<file path="config.mk">
export PLATFORM = sky130hd
export DESIGN_NAME = csio_top
export DESIGN_NICKNAME = d
export VERILOG_FILES = /design/src/rtl/csio_pkg.sv /design/src/rtl/csio_top.sv
export SDC_FILE = /design/constraint.sdc
export NUM_CORES = 1
export LEC_CHECK = 0
export BUFFER_PORTS_ARGS = -buffer_cell sky130_fd_sc_hd__buf_4
export CORE_UTILIZATION = 61
export CTS_CLUSTER_SIZE = 12
export DETAILED_ROUTE_END_ITERATION = 8
export PLACE_DENSITY = 0.88
export SKIP_CTS_REPAIR_TIMING = 1
export SYNTH_ARGS = -nofsm -noshare
export SYNTH_HDL_FRONTEND = slang
export SYNTH_SLANG_ARGS = --single-unit
</file>
<file path="constraint.sdc">
create_clock -name i_clk -period 33.4 [get_ports i_clk]
set_clock_uncertainty 0.15 [all_clocks]
set_input_delay 6.68 -clock i_clk [delete_from_list [all_inputs] [get_ports i_clk]]
set_output_delay 6.68 -clock i_clk [all_outputs]
set_load 0.01 [all_outputs]
</file>
<file path="src/rtl/csio_pkg.sv">
//=============================================
// notes
// Notes on behaviour
// - command byte encodes to class bits 6-7
// - key stays in bits 0-3, byte-0 parity
// - byte boundary complemented for read backward
// - corrected byte boundary loads count bits 45-47
// - duplex puts processor id in 37-38
// - formation starts once command word present
// - read: store word 0, clear word 1
// - read: set initial selection, copy address
// - ending frees channel, processor stays held
// - request plus write class sets outstanding
// - outstanding: store, end, mark resume, free
// - subchannels served, then channel resumes fetch
// - prefetch via storage controller advance strobe
// - prefetch: start selection, address plus 8
// - fetch error: refetch and data check
// - data check suppresses command chaining
// - clean prefetch: ending, clear data-required
// - start line arms selected, selection sets it
// - subchannel clock steps while start active
// - A1 reset, A2 load address, A3 stop
// - address out, select out, await operational in
// - command out, status, zero status releases 00
// - nonzero status: status store, code 01
// - select in returned: no selection, code 11
package csio_pkg;

  //=============================================
  // register map (byte addresses)
  localparam logic [7:0] ADDR_CTRL = 8'h00;
  localparam logic [7:0] ADDR_CCW_HI = 8'h04;
  localparam logic [7:0] ADDR_CCW_LO = 8'h08;
  localparam logic [7:0] ADDR_KEY = 8'h0C;
  localparam logic [7:0] ADDR_DEV = 8'h10;
  localparam logic [7:0] ADDR_STATUS = 8'h14;
  localparam logic [7:0] ADDR_UCW0_HI = 8'h18;
  localparam logic [7:0] ADDR_UCW0_LO = 8'h1C;
  localparam logic [7:0] ADDR_UCW1_HI = 8'h20;
  localparam logic [7:0] ADDR_UCW1_LO = 8'h24;
  localparam logic [7:0] ADDR_CSW = 8'h28;

  localparam int CTRL_START_BIT = 0;
  localparam int CTRL_DUPLEX_BIT = 1;
  localparam int CTRL_CPUID_LSB = 2;

  //=============================================
  // control word fields, bit 0 is the most significant
  localparam int UCW_KEY_FIRST = 0;
  localparam int UCW_KEY_LAST = 3;
  localparam int UCW_OP_FIRST = 6;
  localparam int UCW_OP_LAST = 7;
  localparam int UCW_ADDR_FIRST = 8;
  localparam int UCW_ADDR_LAST = 31;
  localparam int UCW_DAB_FIRST = 29;
  localparam int UCW_DAB_LAST = 31;
  localparam int UCW_CHAIN_CMD_BIT = 33;
  localparam int UCW_CPUID_FIRST = 37;
  localparam int UCW_CPUID_LAST = 38;
  localparam int UCW_DCHK_BIT = 39;
  localparam int UCW_CNT_FIRST = 45;
  localparam int UCW_CNT_LAST = 47;

  localparam logic [23:0] ADDR_STEP = 24'h000008;
  localparam logic [7:0] PARITY_ONLY = 8'hFF;
  localparam logic [63:0] WORD_RESET = 64'h0000000000000000;

  typedef enum logic [1:0] {
    OP_IDLE = 2'h0,
    OP_WRITE = 2'h1,
    OP_READ = 2'h2,
    OP_RDBK = 2'h3
  } csio_op_t;

  localparam logic [1:0] CC_OK = 2'h0;
  localparam logic [1:0] CC_CSW = 2'h1;
  localparam logic [1:0] CC_NOSEL = 2'h3;

  typedef enum logic [2:0] {
    M_IDLE = 3'h0,
    M_FORM = 3'h1,
    M_STORE = 3'h3,
    M_BREAK = 3'h2,
    M_FETCH = 3'h6,
    M_WAITSEL = 3'h7
  } csio_main_t;

  typedef enum logic [3:0] {
    S_OFF = 4'h0,
    S_CLK = 4'h1,
    S_ADRO = 4'h3,
    S_SELO = 4'h2,
    S_ADRIN = 4'h6,
    S_CMDO = 4'h7,
    S_STAT = 4'h5,
    S_SVC = 4'h4,
    S_END = 4'hC
  } csio_sub_t;

  localparam logic [1:0] PH_A1 = 2'h1;
  localparam logic [1:0] PH_A2 = 2'h2;
  localparam logic [1:0] PH_A3 = 2'h3;

  typedef struct packed {
    logic address_out;
    logic select_out;
    logic command_out;
    logic service_out;
  } csio_tags_out_t;

  typedef struct packed {
    logic operational_in;
    logic address_in;
    logic status_in;
    logic select_in;
  } csio_tags_in_t;

  // sense shares the read class; control shares write
  function automatic csio_op_t op_encode(input logic [0:7] cmd);
    if (cmd[4:7] == 4'hC) begin
      return OP_RDBK;
    end else if (cmd[4:7] == 4'h4 || cmd[6:7] == 2'h2) begin
      return OP_READ;
    end else if (cmd[7]) begin
      return OP_WRITE;
    end else begin
      return OP_IDLE;
    end
  endfunction

endpackage

</file>
<file path="src/rtl/csio_top.sv">
`timescale 1ns/100ps
`default_nettype none
module csio_top
  import csio_pkg::*;
(
  input wire logic i_clk,
  input wire logic i_reset,
  input wire logic i_psel,
  input wire logic i_penable,
  input wire logic i_pwrite,
  input wire logic [7:0] i_paddr,
  input wire logic [31:0] i_pwdata,
  output logic [31:0] o_prdata,
  output logic o_pready,
  output logic o_pslverr,
  input wire logic i_sub_prio_req,
  output logic o_fetch_req,
  output logic [23:0] o_fetch_addr,
  output logic [3:0] o_fetch_key,
  input wire logic i_fetch_advance,
  input wire logic [63:0] i_fetch_data,
  input wire logic i_fetch_error,
  output logic [8:0] o_bus_out,
  output csio_tags_out_t o_tags,
  input wire logic [7:0] i_bus_in,
  input wire csio_tags_in_t i_tags,
  output logic o_main_busy,
  output logic o_ending,
  output logic o_cpu_hold,
  output logic o_release,
  output logic [1:0] o_cond_code,
  output logic o_csw_store,
  output logic o_chain_suppress
);

  //=============================================
  // state
  csio_main_t mstate;
  csio_sub_t sstate;
  logic [1:0] sc_phase;
  logic [0:63] channel_command_word;
  logic [0:63] ucw0;
  logic [0:63] ucw1;
  logic [7:0] ucw1_par;
  logic ucw0_p0;
  logic [3:0] caw_key;
  logic [7:0] initial_unit_address_register;
  logic [7:0] unit_address_register;
  logic [2:0] dab_reg;
  logic [7:0] csw_status;
  logic duplex;
  logic [1:0] cpu_id;
  logic outstanding;
  logic data_required;
  logic refetch;
  logic init_sel;
  logic sc_selected;
  logic isel_latch;
  logic sel_busy;
  logic start_req;
  logic apb_done;
  logic [31:0] next_prdata;
  logic next_slverr;
  csio_op_t op;
  logic [2:0] next_dab;

  assign apb_done = i_psel & i_penable & o_pready;
  assign op = csio_op_t'(ucw0[UCW_OP_FIRST:UCW_OP_LAST]);
  assign next_dab = (op == OP_RDBK) ? ~ucw0[UCW_DAB_FIRST:UCW_DAB_LAST] : ucw0[UCW_DAB_FIRST:UCW_DAB_LAST];

  //=============================================
  // apb slave, one wait state on every access
  always_comb begin
    next_prdata = 32'h00000000;
    next_slverr = 1'b0;
    case (i_paddr)
      ADDR_CTRL: next_prdata = {28'h0000000, cpu_id, duplex, 1'b0};
      ADDR_CCW_HI: next_prdata = channel_command_word[0:31];
      ADDR_CCW_LO: next_prdata = channel_command_word[32:63];
      ADDR_KEY: next_prdata = {28'h0000000, caw_key};
      ADDR_DEV: next_prdata = {24'h000000, initial_unit_address_register};
      ADDR_STATUS: next_prdata = {16'h0000, sstate, 1'b0, mstate, o_cond_code, refetch, data_required,
                                  outstanding, o_cpu_hold, o_main_busy, ucw0_p0};
      ADDR_UCW0_HI: next_prdata = ucw0[0:31];
      ADDR_UCW0_LO: next_prdata = ucw0[32:63];
      ADDR_UCW1_HI: next_prdata = ucw1[0:31];
      ADDR_UCW1_LO: next_prdata = ucw1[32:63];
      ADDR_CSW: next_prdata = {24'h000000, csw_status};
      default: next_slverr = 1'b1;
    endcase
  end

  always_ff @(posedge i_clk or posedge i_reset) begin
    if (i_reset) begin
      o_pready <= 1'b0;
      o_prdata <= 32'h00000000;
      o_pslverr <= 1'b0;
    end else begin
      o_pready <= i_psel & i_penable & ~o_pready;
      o_prdata <= (i_psel & ~i_pwrite) ? next_prdata : 32'h00000000;
      o_pslverr <= i_psel & i_penable & ~o_pready & next_slverr;
    end
  end

  always_ff @(posedge i_clk or posedge i_reset) begin
    if (i_reset) begin
      channel_command_word <= WORD_RESET;
      caw_key <= 4'h0;
      initial_unit_address_register <= 8'h00;
      duplex <= 1'b0;
      cpu_id <= 2'h0;
      start_req <= 1'b0;
    end else begin
      start_req <= 1'b0;
      if (apb_done && i_pwrite) begin
        case (i_paddr)
          ADDR_CTRL: begin
            duplex <= i_pwdata[CTRL_DUPLEX_BIT];
            cpu_id <= i_pwdata[CTRL_CPUID_LSB +: 2];
            start_req <= i_pwdata[CTRL_START_BIT] & (mstate == M_IDLE) & ~o_cpu_hold;
          end
          ADDR_CCW_HI: channel_command_word[0:31] <= i_pwdata;
          ADDR_CCW_LO: channel_command_word[32:63] <= i_pwdata;
          ADDR_KEY: caw_key <= i_pwdata[3:0];
          ADDR_DEV: initial_unit_address_register <= i_pwdata[7:0];
          default: ;
        endcase
      end
    end
  end

  //=============================================
  // main channel sequence
  always_ff @(posedge i_clk or posedge i_reset) begin
    if (i_reset) begin
      mstate <= M_IDLE;
      o_main_busy <= 1'b0;
      o_ending <= 1'b0;
      o_cpu_hold <= 1'b0;
      outstanding <= 1'b0;
      data_required <= 1'b0;
      refetch <= 1'b0;
      init_sel <= 1'b0;
      o_fetch_req <= 1'b0;
    end else begin
      o_ending <= 1'b0;
      case (mstate)
        M_IDLE: begin
          if (start_req) begin
            // command word in channel, fetch no longer required
            mstate <= M_FORM;
            o_main_busy <= 1'b1;
            o_cpu_hold <= 1'b1;
            refetch <= 1'b0;
          end
        end
        M_FORM: begin
          outstanding <= i_sub_prio_req & (op == OP_WRITE);
          if (op != OP_WRITE) begin
            mstate <= M_STORE;
          end else if (i_sub_prio_req) begin
            mstate <= M_BREAK;
            o_ending <= 1'b1;
            data_required <= 1'b1;
            o_main_busy <= 1'b0;
          end else begin
            mstate <= M_FETCH;
            o_fetch_req <= 1'b1;
          end
        end
        M_STORE: begin
          init_sel <= 1'b1;
          o_ending <= 1'b1;
          o_main_busy <= 1'b0;
          mstate <= M_WAITSEL;
        end
        M_BREAK: begin
          // channel regains priority only once no subchannel asks
          if (!i_sub_prio_req) begin
            o_main_busy <= 1'b1;
            outstanding <= 1'b0;
            o_fetch_req <= 1'b1;
            mstate <= M_FETCH;
          end
        end
        M_FETCH: begin
          if (i_fetch_advance) begin
            o_fetch_req <= 1'b0;
            init_sel <= 1'b1;
            refetch <= i_fetch_error;
            o_ending <= 1'b1;
            data_required <= 1'b0;
            o_main_busy <= 1'b0;
            mstate <= M_WAITSEL;
          end
        end
        M_WAITSEL: begin
          if (o_release) begin
            init_sel <= 1'b0;
            o_cpu_hold <= 1'b0;
            mstate <= M_IDLE;
          end
        end
        default: mstate <= M_IDLE;
      endcase
    end
  end

  //=============================================
  // subchannel control words
  always_ff @(posedge i_clk or posedge i_reset) begin
    if (i_reset) begin
      ucw0 <= WORD_RESET;
      ucw1 <= WORD_RESET;
      ucw1_par <= PARITY_ONLY;
      ucw0_p0 <= 1'b1;
      dab_reg <= 3'h0;
      o_fetch_addr <= 24'h000000;
      o_fetch_key <= 4'h0;
    end else begin
      if (mstate == M_IDLE && start_req) begin
        ucw0 <= channel_command_word;
        ucw0[UCW_KEY_FIRST:UCW_KEY_LAST] <= caw_key;
        ucw0[4:5] <= 2'h0;
        ucw0[UCW_OP_FIRST:UCW_OP_LAST] <= op_encode(channel_command_word[0:7]);
        ucw0[UCW_DCHK_BIT] <= 1'b0;
        ucw0_p0 <= ~^{caw_key, 2'h0, op_encode(channel_command_word[0:7])};
      end
      if (mstate == M_FORM) begin
        dab_reg <= next_dab;
        ucw0[UCW_CNT_FIRST:UCW_CNT_LAST] <= next_dab;
        if (op == OP_RDBK) begin
          ucw0[UCW_DAB_FIRST:UCW_DAB_LAST] <= next_dab;
        end
        if (duplex) begin
          ucw0[UCW_CPUID_FIRST:UCW_CPUID_LAST] <= cpu_id;
        end
        o_fetch_addr <= ucw0[UCW_ADDR_FIRST:UCW_ADDR_LAST];
        o_fetch_key <= ucw0[UCW_KEY_FIRST:UCW_KEY_LAST];
      end
      if (mstate == M_STORE) begin
        // block line: word 1 comes back as parity bits only
        ucw1 <= WORD_RESET;
        ucw1_par <= PARITY_ONLY;
      end
      if (mstate == M_FETCH && i_fetch_advance) begin
        ucw1 <= i_fetch_data;
        ucw0[UCW_ADDR_FIRST:UCW_ADDR_LAST] <= ucw0[UCW_ADDR_FIRST:UCW_ADDR_LAST] + ADDR_STEP;
        if (i_fetch_error) begin
          ucw0[UCW_DCHK_BIT] <= 1'b1;
        end
      end
    end
  end

  always_ff @(posedge i_clk or posedge i_reset) begin
    if (i_reset) begin
      o_chain_suppress <= 1'b0;
    end else begin
      o_chain_suppress <= ucw0[UCW_DCHK_BIT] & ucw0[UCW_CHAIN_CMD_BIT];
    end
  end

  //=============================================
  // multiplex subchannel selection
  always_ff @(posedge i_clk or posedge i_reset) begin
    if (i_reset) begin
      sc_selected <= 1'b0;
    end else if (!o_cpu_hold) begin
      sc_selected <= 1'b0;
    end else if (init_sel) begin
      sc_selected <= 1'b1;
    end
  end

  always_ff @(posedge i_clk or posedge i_reset) begin
    if (i_reset) begin
      sstate <= S_OFF;
      sc_phase <= 2'h0;
      unit_address_register <= 8'h00;
      isel_latch <= 1'b0;
      sel_busy <= 1'b0;
      o_bus_out <= 9'h000;
      o_tags <= '0;
      o_release <= 1'b0;
      o_cond_code <= CC_OK;
      o_csw_store <= 1'b0;
      csw_status <= 8'h00;
    end else begin
      o_release <= 1'b0;
      o_csw_store <= 1'b0;
      case (sstate)
        S_OFF: begin
          if (sc_selected && !sel_busy) begin
            sstate <= S_CLK;
            sc_phase <= PH_A1;
          end
        end
        S_CLK: begin
          // the clock only steps while selected stays up
          if (!sc_selected) begin
            sstate <= S_OFF;
            sc_phase <= 2'h0;
          end else begin
            sc_phase <= sc_phase + 2'h1;
            case (sc_phase)
              PH_A1: begin
                o_tags <= '0;
                o_bus_out <= 9'h000;
                isel_latch <= 1'b0;
              end
              PH_A2: unit_address_register <= initial_unit_address_register;
              PH_A3: begin
                isel_latch <= 1'b1;
                sel_busy <= 1'b1;
                sc_phase <= 2'h0;
                o_bus_out <= {~^unit_address_register, unit_address_register};
                o_tags.address_out <= 1'b1;
                sstate <= S_ADRO;
              end
              default: sc_phase <= PH_A1;
            endcase
          end
        end
        S_ADRO: begin
          o_tags.select_out <= 1'b1;
          sstate <= S_SELO;
        end
        S_SELO: begin
          if (i_tags.select_in && !i_tags.operational_in) begin
            o_tags <= '0;
            o_cond_code <= CC_NOSEL;
            o_release <= 1'b1;
            sstate <= S_END;
          end else if (i_tags.operational_in) begin
            o_tags.address_out <= 1'b0;
            o_bus_out <= 9'h000;
            sstate <= S_ADRIN;
          end
        end
        S_ADRIN: begin
          if (i_tags.address_in) begin
            o_tags.select_out <= 1'b0;
            if (i_bus_in == unit_address_register) begin
              // word 0 byte 0 now holds key and class, so the raw command goes out
              o_bus_out <= {~^channel_command_word[0:7], channel_command_word[0:7]};
              o_tags.command_out <= 1'b1;
              sstate <= S_CMDO;
            end else begin
              o_csw_store <= 1'b1;
              o_cond_code <= CC_CSW;
              o_release <= 1'b1;
              sstate <= S_END;
            end
          end
        end
        S_CMDO: begin
          if (!i_tags.address_in) begin
            o_tags.command_out <= 1'b0;
            o_bus_out <= 9'h000;
            sstate <= S_STAT;
          end
        end
        S_STAT: begin
          if (i_tags.status_in) begin
            csw_status <= i_bus_in;
            o_release <= 1'b1;
            if (i_bus_in == 8'h00) begin
              o_tags.service_out <= 1'b1;
              o_cond_code <= CC_OK;
              sstate <= S_SVC;
            end else begin
              o_csw_store <= 1'b1;
              o_cond_code <= CC_CSW;
              sstate <= S_END;
            end
          end
        end
        S_SVC: begin
          if (!i_tags.status_in) begin
            o_tags.service_out <= 1'b0;
            sstate <= S_END;
          end
        end
        S_END: begin
          isel_latch <= 1'b0;
          if (!o_cpu_hold) begin
            sel_busy <= 1'b0;
            o_tags <= '0;
            sstate <= S_OFF;
          end
        end
        default: sstate <= S_OFF;
      endcase
    end
  end
endmodule
`default_nettype wire

</file>
==> results of run 1 <==
==> metal layers <==
metal | vias up | wire length (um)
met2 | 913 | 21400
met3 | 138 | 5620
met5 | - | 0
met4 | 0 | 1870
met1 | 6325 | 18800
li1 | 5501 | -
==> area by class of cell <==
class	count	area, um^2	share of cell area
sequential	322	8060	0.445
multi-input combinational	983	6850	0.378
timing repair buffer	225	1690	0.0932
clock buffer	50	1000	0.0555
tap	324	405	0.0224
inverter	20	82.6	0.00456
clock inverter	5	25.0	0.00138
==> critical path, delay by kind of cell <==
| kind | cells | cell delay, ns |
|---|---|---|
| buffers and inverters | 1 | 0.43 |
| muxes | 1 | 0.43 |
| and+or+nand+nor | 3 | 1.82 |
==> cell families (layout without fill, tap and decap cells) <==
family	Yosys count	count (layout)
flops	322	322
compound gates	329	329
fa+ha+maj	8	8
xor+xnor	27	27
simple gates	468	468
mux	151	151
buf+inv	114	300
==> layout by cell type, fill, tap and decap left out, types with 6 or more instances in the layout <==
cell type,synthesis,final
a211oi_1,10,10
a22oi_1,23,23
a22o_1,92,92
a222oi_1,11,11
and3_1,8,8
o22ai_1,6,6
clkbuf_1,57,10
mux2_4,33,33
nand4_1,8,8
nand2b_1,8,8
o2bb2ai_1,11,11
a31oi_1,20,20
a32oi_1,6,6
nand3_1,32,32
buf_4,0,225
nand2_1,261,260
dfrtp_1,321,321
mux2_2,79,79
ha_1,8,8
nor3_1,15,14
xnor2_1,18,18
o21ai_0,55,55
mux2i_1,29,29
nor2_1,73,73
xor2_1,9,9
clkbuf_16,0,37
a21oi_1,42,42
mux2_1,8,8
a311oi_1,6,6
inv_1,18,17
nor2b_1,8,8
and2_1,6,6
==> where the power goes <==
| group | total, mW | internal, mW | switching [mW] |
|---|---|---|---|
| sequential | 0.533 | 0.454 | 0.0795 |
| combinational | 0.271 | 0.125 | 0.146 |
| clock | 0.359 | 0.207 | 0.151 |
| total | 1.16 | 0.786 | 0.377 |
==> flip-flops by register name (all words and copies together), names as in the netlist, 8 cells and up, named ones only <==
signal / count
ucw1: 64
initial_unit_address_register: 8
o_bus_out: 9
csw_status: 8
ucw0: 62
o_prdata: 32
channel_command_word: 64
unit_address_register: 8
o_fetch_addr: 24
==> how the worst min path moves through the flow <==
stage	slack, ns	cells after the start	end	startpoint
6_report	0.32	2	o_fetch_addr[19]	o_fetch_addr[19]
3_5_place_dp	0.31	2	ucw0[54]	ucw0[54]
2_1_floorplan	0.29	2	ucw0[50]	ucw0[50]
3_3_place_gp	0.30	2	ucw0[43]	ucw0[43]
4_1_cts	0.33	2	ucw0[54]	ucw0[54]
5_1_grt	0.34	2	ucw0[52]	ucw0[52]
==> per-stage QoR <==
step           area, um^2  utilization  power, mW
2_1_floorplan       15400            -      0.699
3_3_place_gp        17100        0.697      0.789
3_5_place_dp        17100        0.697      0.801
4_1_cts             18100        0.738       1.16
5_1_grt             18100        0.738       1.21
6_report            18100        0.738       1.16
==> metrics.txt, run 1 <==
Detailed Place HPWL=~33 mm; Max clock buf depth=3; Die Y=~160 um; worst hold margin=between 0.3 and 0.4 ns; core box area=about 25000 um^2; clk_lat worst skew=around 0.52 ns; Synth Area in Compound Gates=0.158; chip width=161 um; ys flop type=dfrtp_1; Fill cells=1658; setup violators final=0; Mean Syn Cell Area=10.9 um^2; ys async rst share=1.00; final net count=approximately 1.7k; crit path launch type=input port; first-pass GRT wire length=74.0 mm; CTS tree=yes; mux cell area share after synthesis=0.118; WP data arrival=9.40 ns; Worst setup startpoint=i_paddr[2]; drt initial violations=1682; Leakage=8.74 nW; routed wire length=47.6 mm; reg2reg setup slack=30.37 ns; R2R depth=6; fmax=109 MHz; average wire per standard cell=~25 um; status=complete, no violations; I/O pin count=208; Unique masters post-synth=79; Antenna Violating Nets Remaining=0; TritonRoute pass-1 iters=6; post-synthesis register bit count=approximately 320; area grow syn2layout=17.6%; DRC=0; clock root buffer=clkbuf_16; most used routing layer=met2; Worst Setup EP=channel_command_word[1]; Final Critical Period=around 9.2 ns; fin. max-slew vios=0; Total GRT Usage=0.375; vias in the first global route=12.4k; grt ovf=0; Worst-Margin Slew=1.21 ns; Reg clk slew, reported paths=around 0.060 ns; Post-Syn Nets=1551; worst hold path type=flop to flop; Sum Neg Setup Slack=0 ns; period utilization=0.274; TritonCTS Buffers=35; Yosys warning count=0; max_cap viols=0; largest family of logic cells by synthesized area=compound AO/OA/AOI/OAI gates; cells after synthesis=1419; port bufs=207; critical path class=input port to flop; RSZ-0062 raised after global routing=false; top cells by area, synth=dfrtp_1, nand2_1, mux2_2, a22o_1, mux2_4; Setup WS pre-CTS=23.83 ns; mapped cell area=15400 um^2; sequential area share after synthesis=0.523; antenna violations before repair=0; Yosys top cell by area=dfrtp_1; Power per Cell Area=64.2 nW/um^2; CP max stage delay=0.75 ns; met2 usage in global routing=0.549; GR Util met3=0.0798; crit-path max FO=36; Rows=57; Post-synth EDFFs=0; vias=12.9k; Placed Cells=around 1.9k; antenna cells=0; Simple-Gate Fraction of Synth Area=0.145; met1 Use GR=0.548; DR vias/cell=6.68; WP data required=33.64 ns; cell with the most instances after synthesis=dfrtp_1; Adder-Cell Fraction of Synth Area=0.00650; CP Cell Sequence=buf_4 > nor2b_1 > nand2_1 > nor2_8 > mux2_2; Worst Setup End Kind=flop; area enclosed by the die boundary=25900 um^2; Final Hold Fails=0; GPL Wtd Cong=1.01; largest net degree at the start of global routing=94; Final WS setup=24.24 ns; worst reg2reg path endpoint=ucw0[26]; cell with the largest stage delay on the worst path=nor2_8; CTS sink cnt=322; area share of the largest cell type after synthesis=0.522; final std cells w/o fill=1929; XOR/XNOR Fraction of Synth Area=0.0154; Max-slew headroom=0.190; Synth top cells by count=dfrtp_1, nand2_1, a22o_1; peak supply drop=~0.045 mV; Starting Density=0.628; layout cells sized above 1=0.258; htree depth=2
(Power assumes the default switching activity.)
==> run 2, diff against run 1 <==
--- a/config.mk
+++ b/config.mk
@@ -5,11 +5,12 @@
 export SDC_FILE = /design/constraint.sdc
 export NUM_CORES = 1
 export LEC_CHECK = 0
+export ABC_AREA = 1
 export BUFFER_PORTS_ARGS = -buffer_cell sky130_fd_sc_hd__buf_4
-export CORE_UTILIZATION = 61
+export CORE_UTILIZATION = 58
 export CTS_CLUSTER_SIZE = 12
 export DETAILED_ROUTE_END_ITERATION = 8
-export PLACE_DENSITY = 0.88
+export PLACE_DENSITY = 0.84
 export SKIP_CTS_REPAIR_TIMING = 1
 export SYNTH_ARGS = -nofsm -noshare
 export SYNTH_HDL_FRONTEND = slang
==> constraint.sdc (replaced) <==
create_clock -name i_clk -period 8.9 [get_ports i_clk]
set_clock_uncertainty 0.15 [all_clocks]
set_input_delay 1.78 -clock i_clk [delete_from_list [all_inputs] [get_ports i_clk]]
set_output_delay 1.78 -clock i_clk [all_outputs]
set_load 0.01 [all_outputs]
==> metrics.txt, run 2 <==
status=complete, no violations; Area after DPL=16800 um^2; Final Hold Fails=0; Max-slew headroom=0.181; Antenna Violating Nets Remaining=0; area share of the largest cell type after synthesis=0.533; clk_lat worst skew=0.53 ns; routed wire length=47.1 mm; Final WS setup=4.95 ns; WP data required=9.14 ns; top cells by area, synth=dfrtp_1, nand2_1, o21ai_0, inv_1, nor2_1; CP Cell Sequence=buf_4 > nor2_2 > nand3_1 > nor2_2 > buf_4 > nand2_2 > o21ai_0; ys async rst share=1.00; max_cap viols=0; htree depth=2; drt initial violations=1809; worst hold margin=0.326 ns; ys flop type=dfrtp_1; crit path buf inv count=2; grt ovf=0; Leakage=9.08 nW; chip width=163 um; antenna violations before repair=0; period utilization=0.443; Max clock buf depth=3; Yosys top cell by area=dfrtp_1; vias in the first global route=13.6k; first-pass GRT wire length=73.6 mm; TritonRoute pass-1 iters=6; post-synthesis register bit count=approximately 320; Detailed Place HPWL=33.2 mm; Pwr Total=4.47 mW; core box area=25300 um^2; Worst R2R Start=mstate[2]; Worst Setup End Kind=flop; commonest non-fill, non-tap cell in the layout=nand2_1; WP data arrival=roughly 4.2 ns; cells after synthesis=1848; Synth top cells by count=nand2_1, dfrtp_1, o21ai_0; Post-Syn Nets=1980; fmax=253 MHz; Final Critical Period=3.95 ns; clock root buffer=clkbuf_16; leading registers by flop count=channel_command_word (64), ucw1 (64), ucw0 (62); HP Start=ucw0[44]; Total GRT Usage=0.363; layout cells sized above 1=0.153; average wire per standard cell=19.7 um; crit path launch type=input port; area grow syn2layout=19.0%; final net count=2167; peak supply drop=0.174 mV; Mean Syn Cell Area=~8.1 um^2; CTS sink cnt=between 300 and 400; Starting Density=0.595; Placed Cells=2328; mapped cell area=between 15000 and 20000 um^2; GPL Wtd Cong=0.960; Sum Neg Setup Slack=0 ns; Die Y=163 um; cell area after layout=17900 um^2; fin. max-slew vios=0; DR vias/cell=5.86; reg2reg setup slack=approximately 5.8 ns; sequential area share after synthesis=0.535; final std cells w/o fill=2387; Worst-Margin Slew=1.22 ns; Reg clk slew, reported paths=0.06 ns; Yosys warning count=0; port bufs=207; vias=14.0k; worst hold path type=flop to flop; cell with the most instances after synthesis=nand2_1; commonest cells after routing, fill and taps aside=nand2_1, dfrtp_1, buf_4; CP max stage delay=0.75 ns; TritonCTS Buffers=35; RSZ-0062 raised after global routing=false; cell with the largest stage delay on the worst path=nand2_2; antenna cells=0; Core Util, Final=0.707; I/O pin count=208; DRC=0; Post-synth EDFFs=0; largest net degree at the start of global routing=158; CTS tree=yes; Rows=58; critical path class=input port to flop; Setup WS pre-CTS=~4.5 ns; crit-path max FO=64; setup violators final=0; Power per Cell Area=250 nW/um^2; Worst setup startpoint=i_paddr[7]; area enclosed by the die boundary=26600 um^2; Unique masters post-synth=42; top cell family by delay on the critical path=simple AND/OR/NAND/NOR gates
run 2: final cells by class:
type	instances	area [um^2]
clock inverter	6	45.0
inverter	187	706
multi-input combinational	1270	5970
tap	330	413
timing repair buffer	219	1660
fill	1918	7410
clock buffer	53	1060
sequential	322	8060
run 2: path summary, 6_finish.rpt:
check / to / depth (start not counted)
setup / recovery: channel_command_word[26] / 7
hold / removal: ucw0[44] / 2
setup reg to reg: ucw0[12] / 8
hold reg to reg: ucw0[44] / 2
max in group asynchronous: o_prdata[28] / 4
min in group asynchronous: ucw1[62] / 2
run 2: worst reg2reg max path, stage by stage (launching register included):
cell	delay [ns]
dfrtp_1	0.46
nor2_1	0.17
nand2_1	0.12
inv_1	0.11
nand2_2	0.16
buf_4	0.33
inv_2	0.92
nand2_1	0.41
o211ai_1	0.20
run 2: metal layers:
metal,vias up,global-route usage,wire (um)
li1,6313,-,-
met4,0,0.184,2300
met2,826,0.524,20500
met5,-,0,0
met1,6683,0.491,18400
met3,154,0.117,5910
run 2: logic make-up (layout without fill, tap and decap cells):
| family | after synthesis | in the layout | share of synthesized area |
|---|---|---|---|
| and+or+nand+nor | 915 | 915 | 0.247 |
| muxes | 3 | 3 | 0.00224 |
| adders and majority gates | 8 | 8 | 0.00665 |
| buffers and inverters | 256 | 465 | 0.0686 |
| DFF | 322 | 322 | 0.535 |
| xor gates and xnor gates | 24 | 24 | 0.0140 |
| AOI/OAI and AO/OA | 320 | 320 | 0.126 |
run 2: report_power, final:
group / switching [mW] / leakage [nW] / internal, mW
registers: 0.233 / 4.34 / 1.72
logic: 0.688 / 4.20 / 0.409
clock network: 0.598 / 0.551 / 0.825
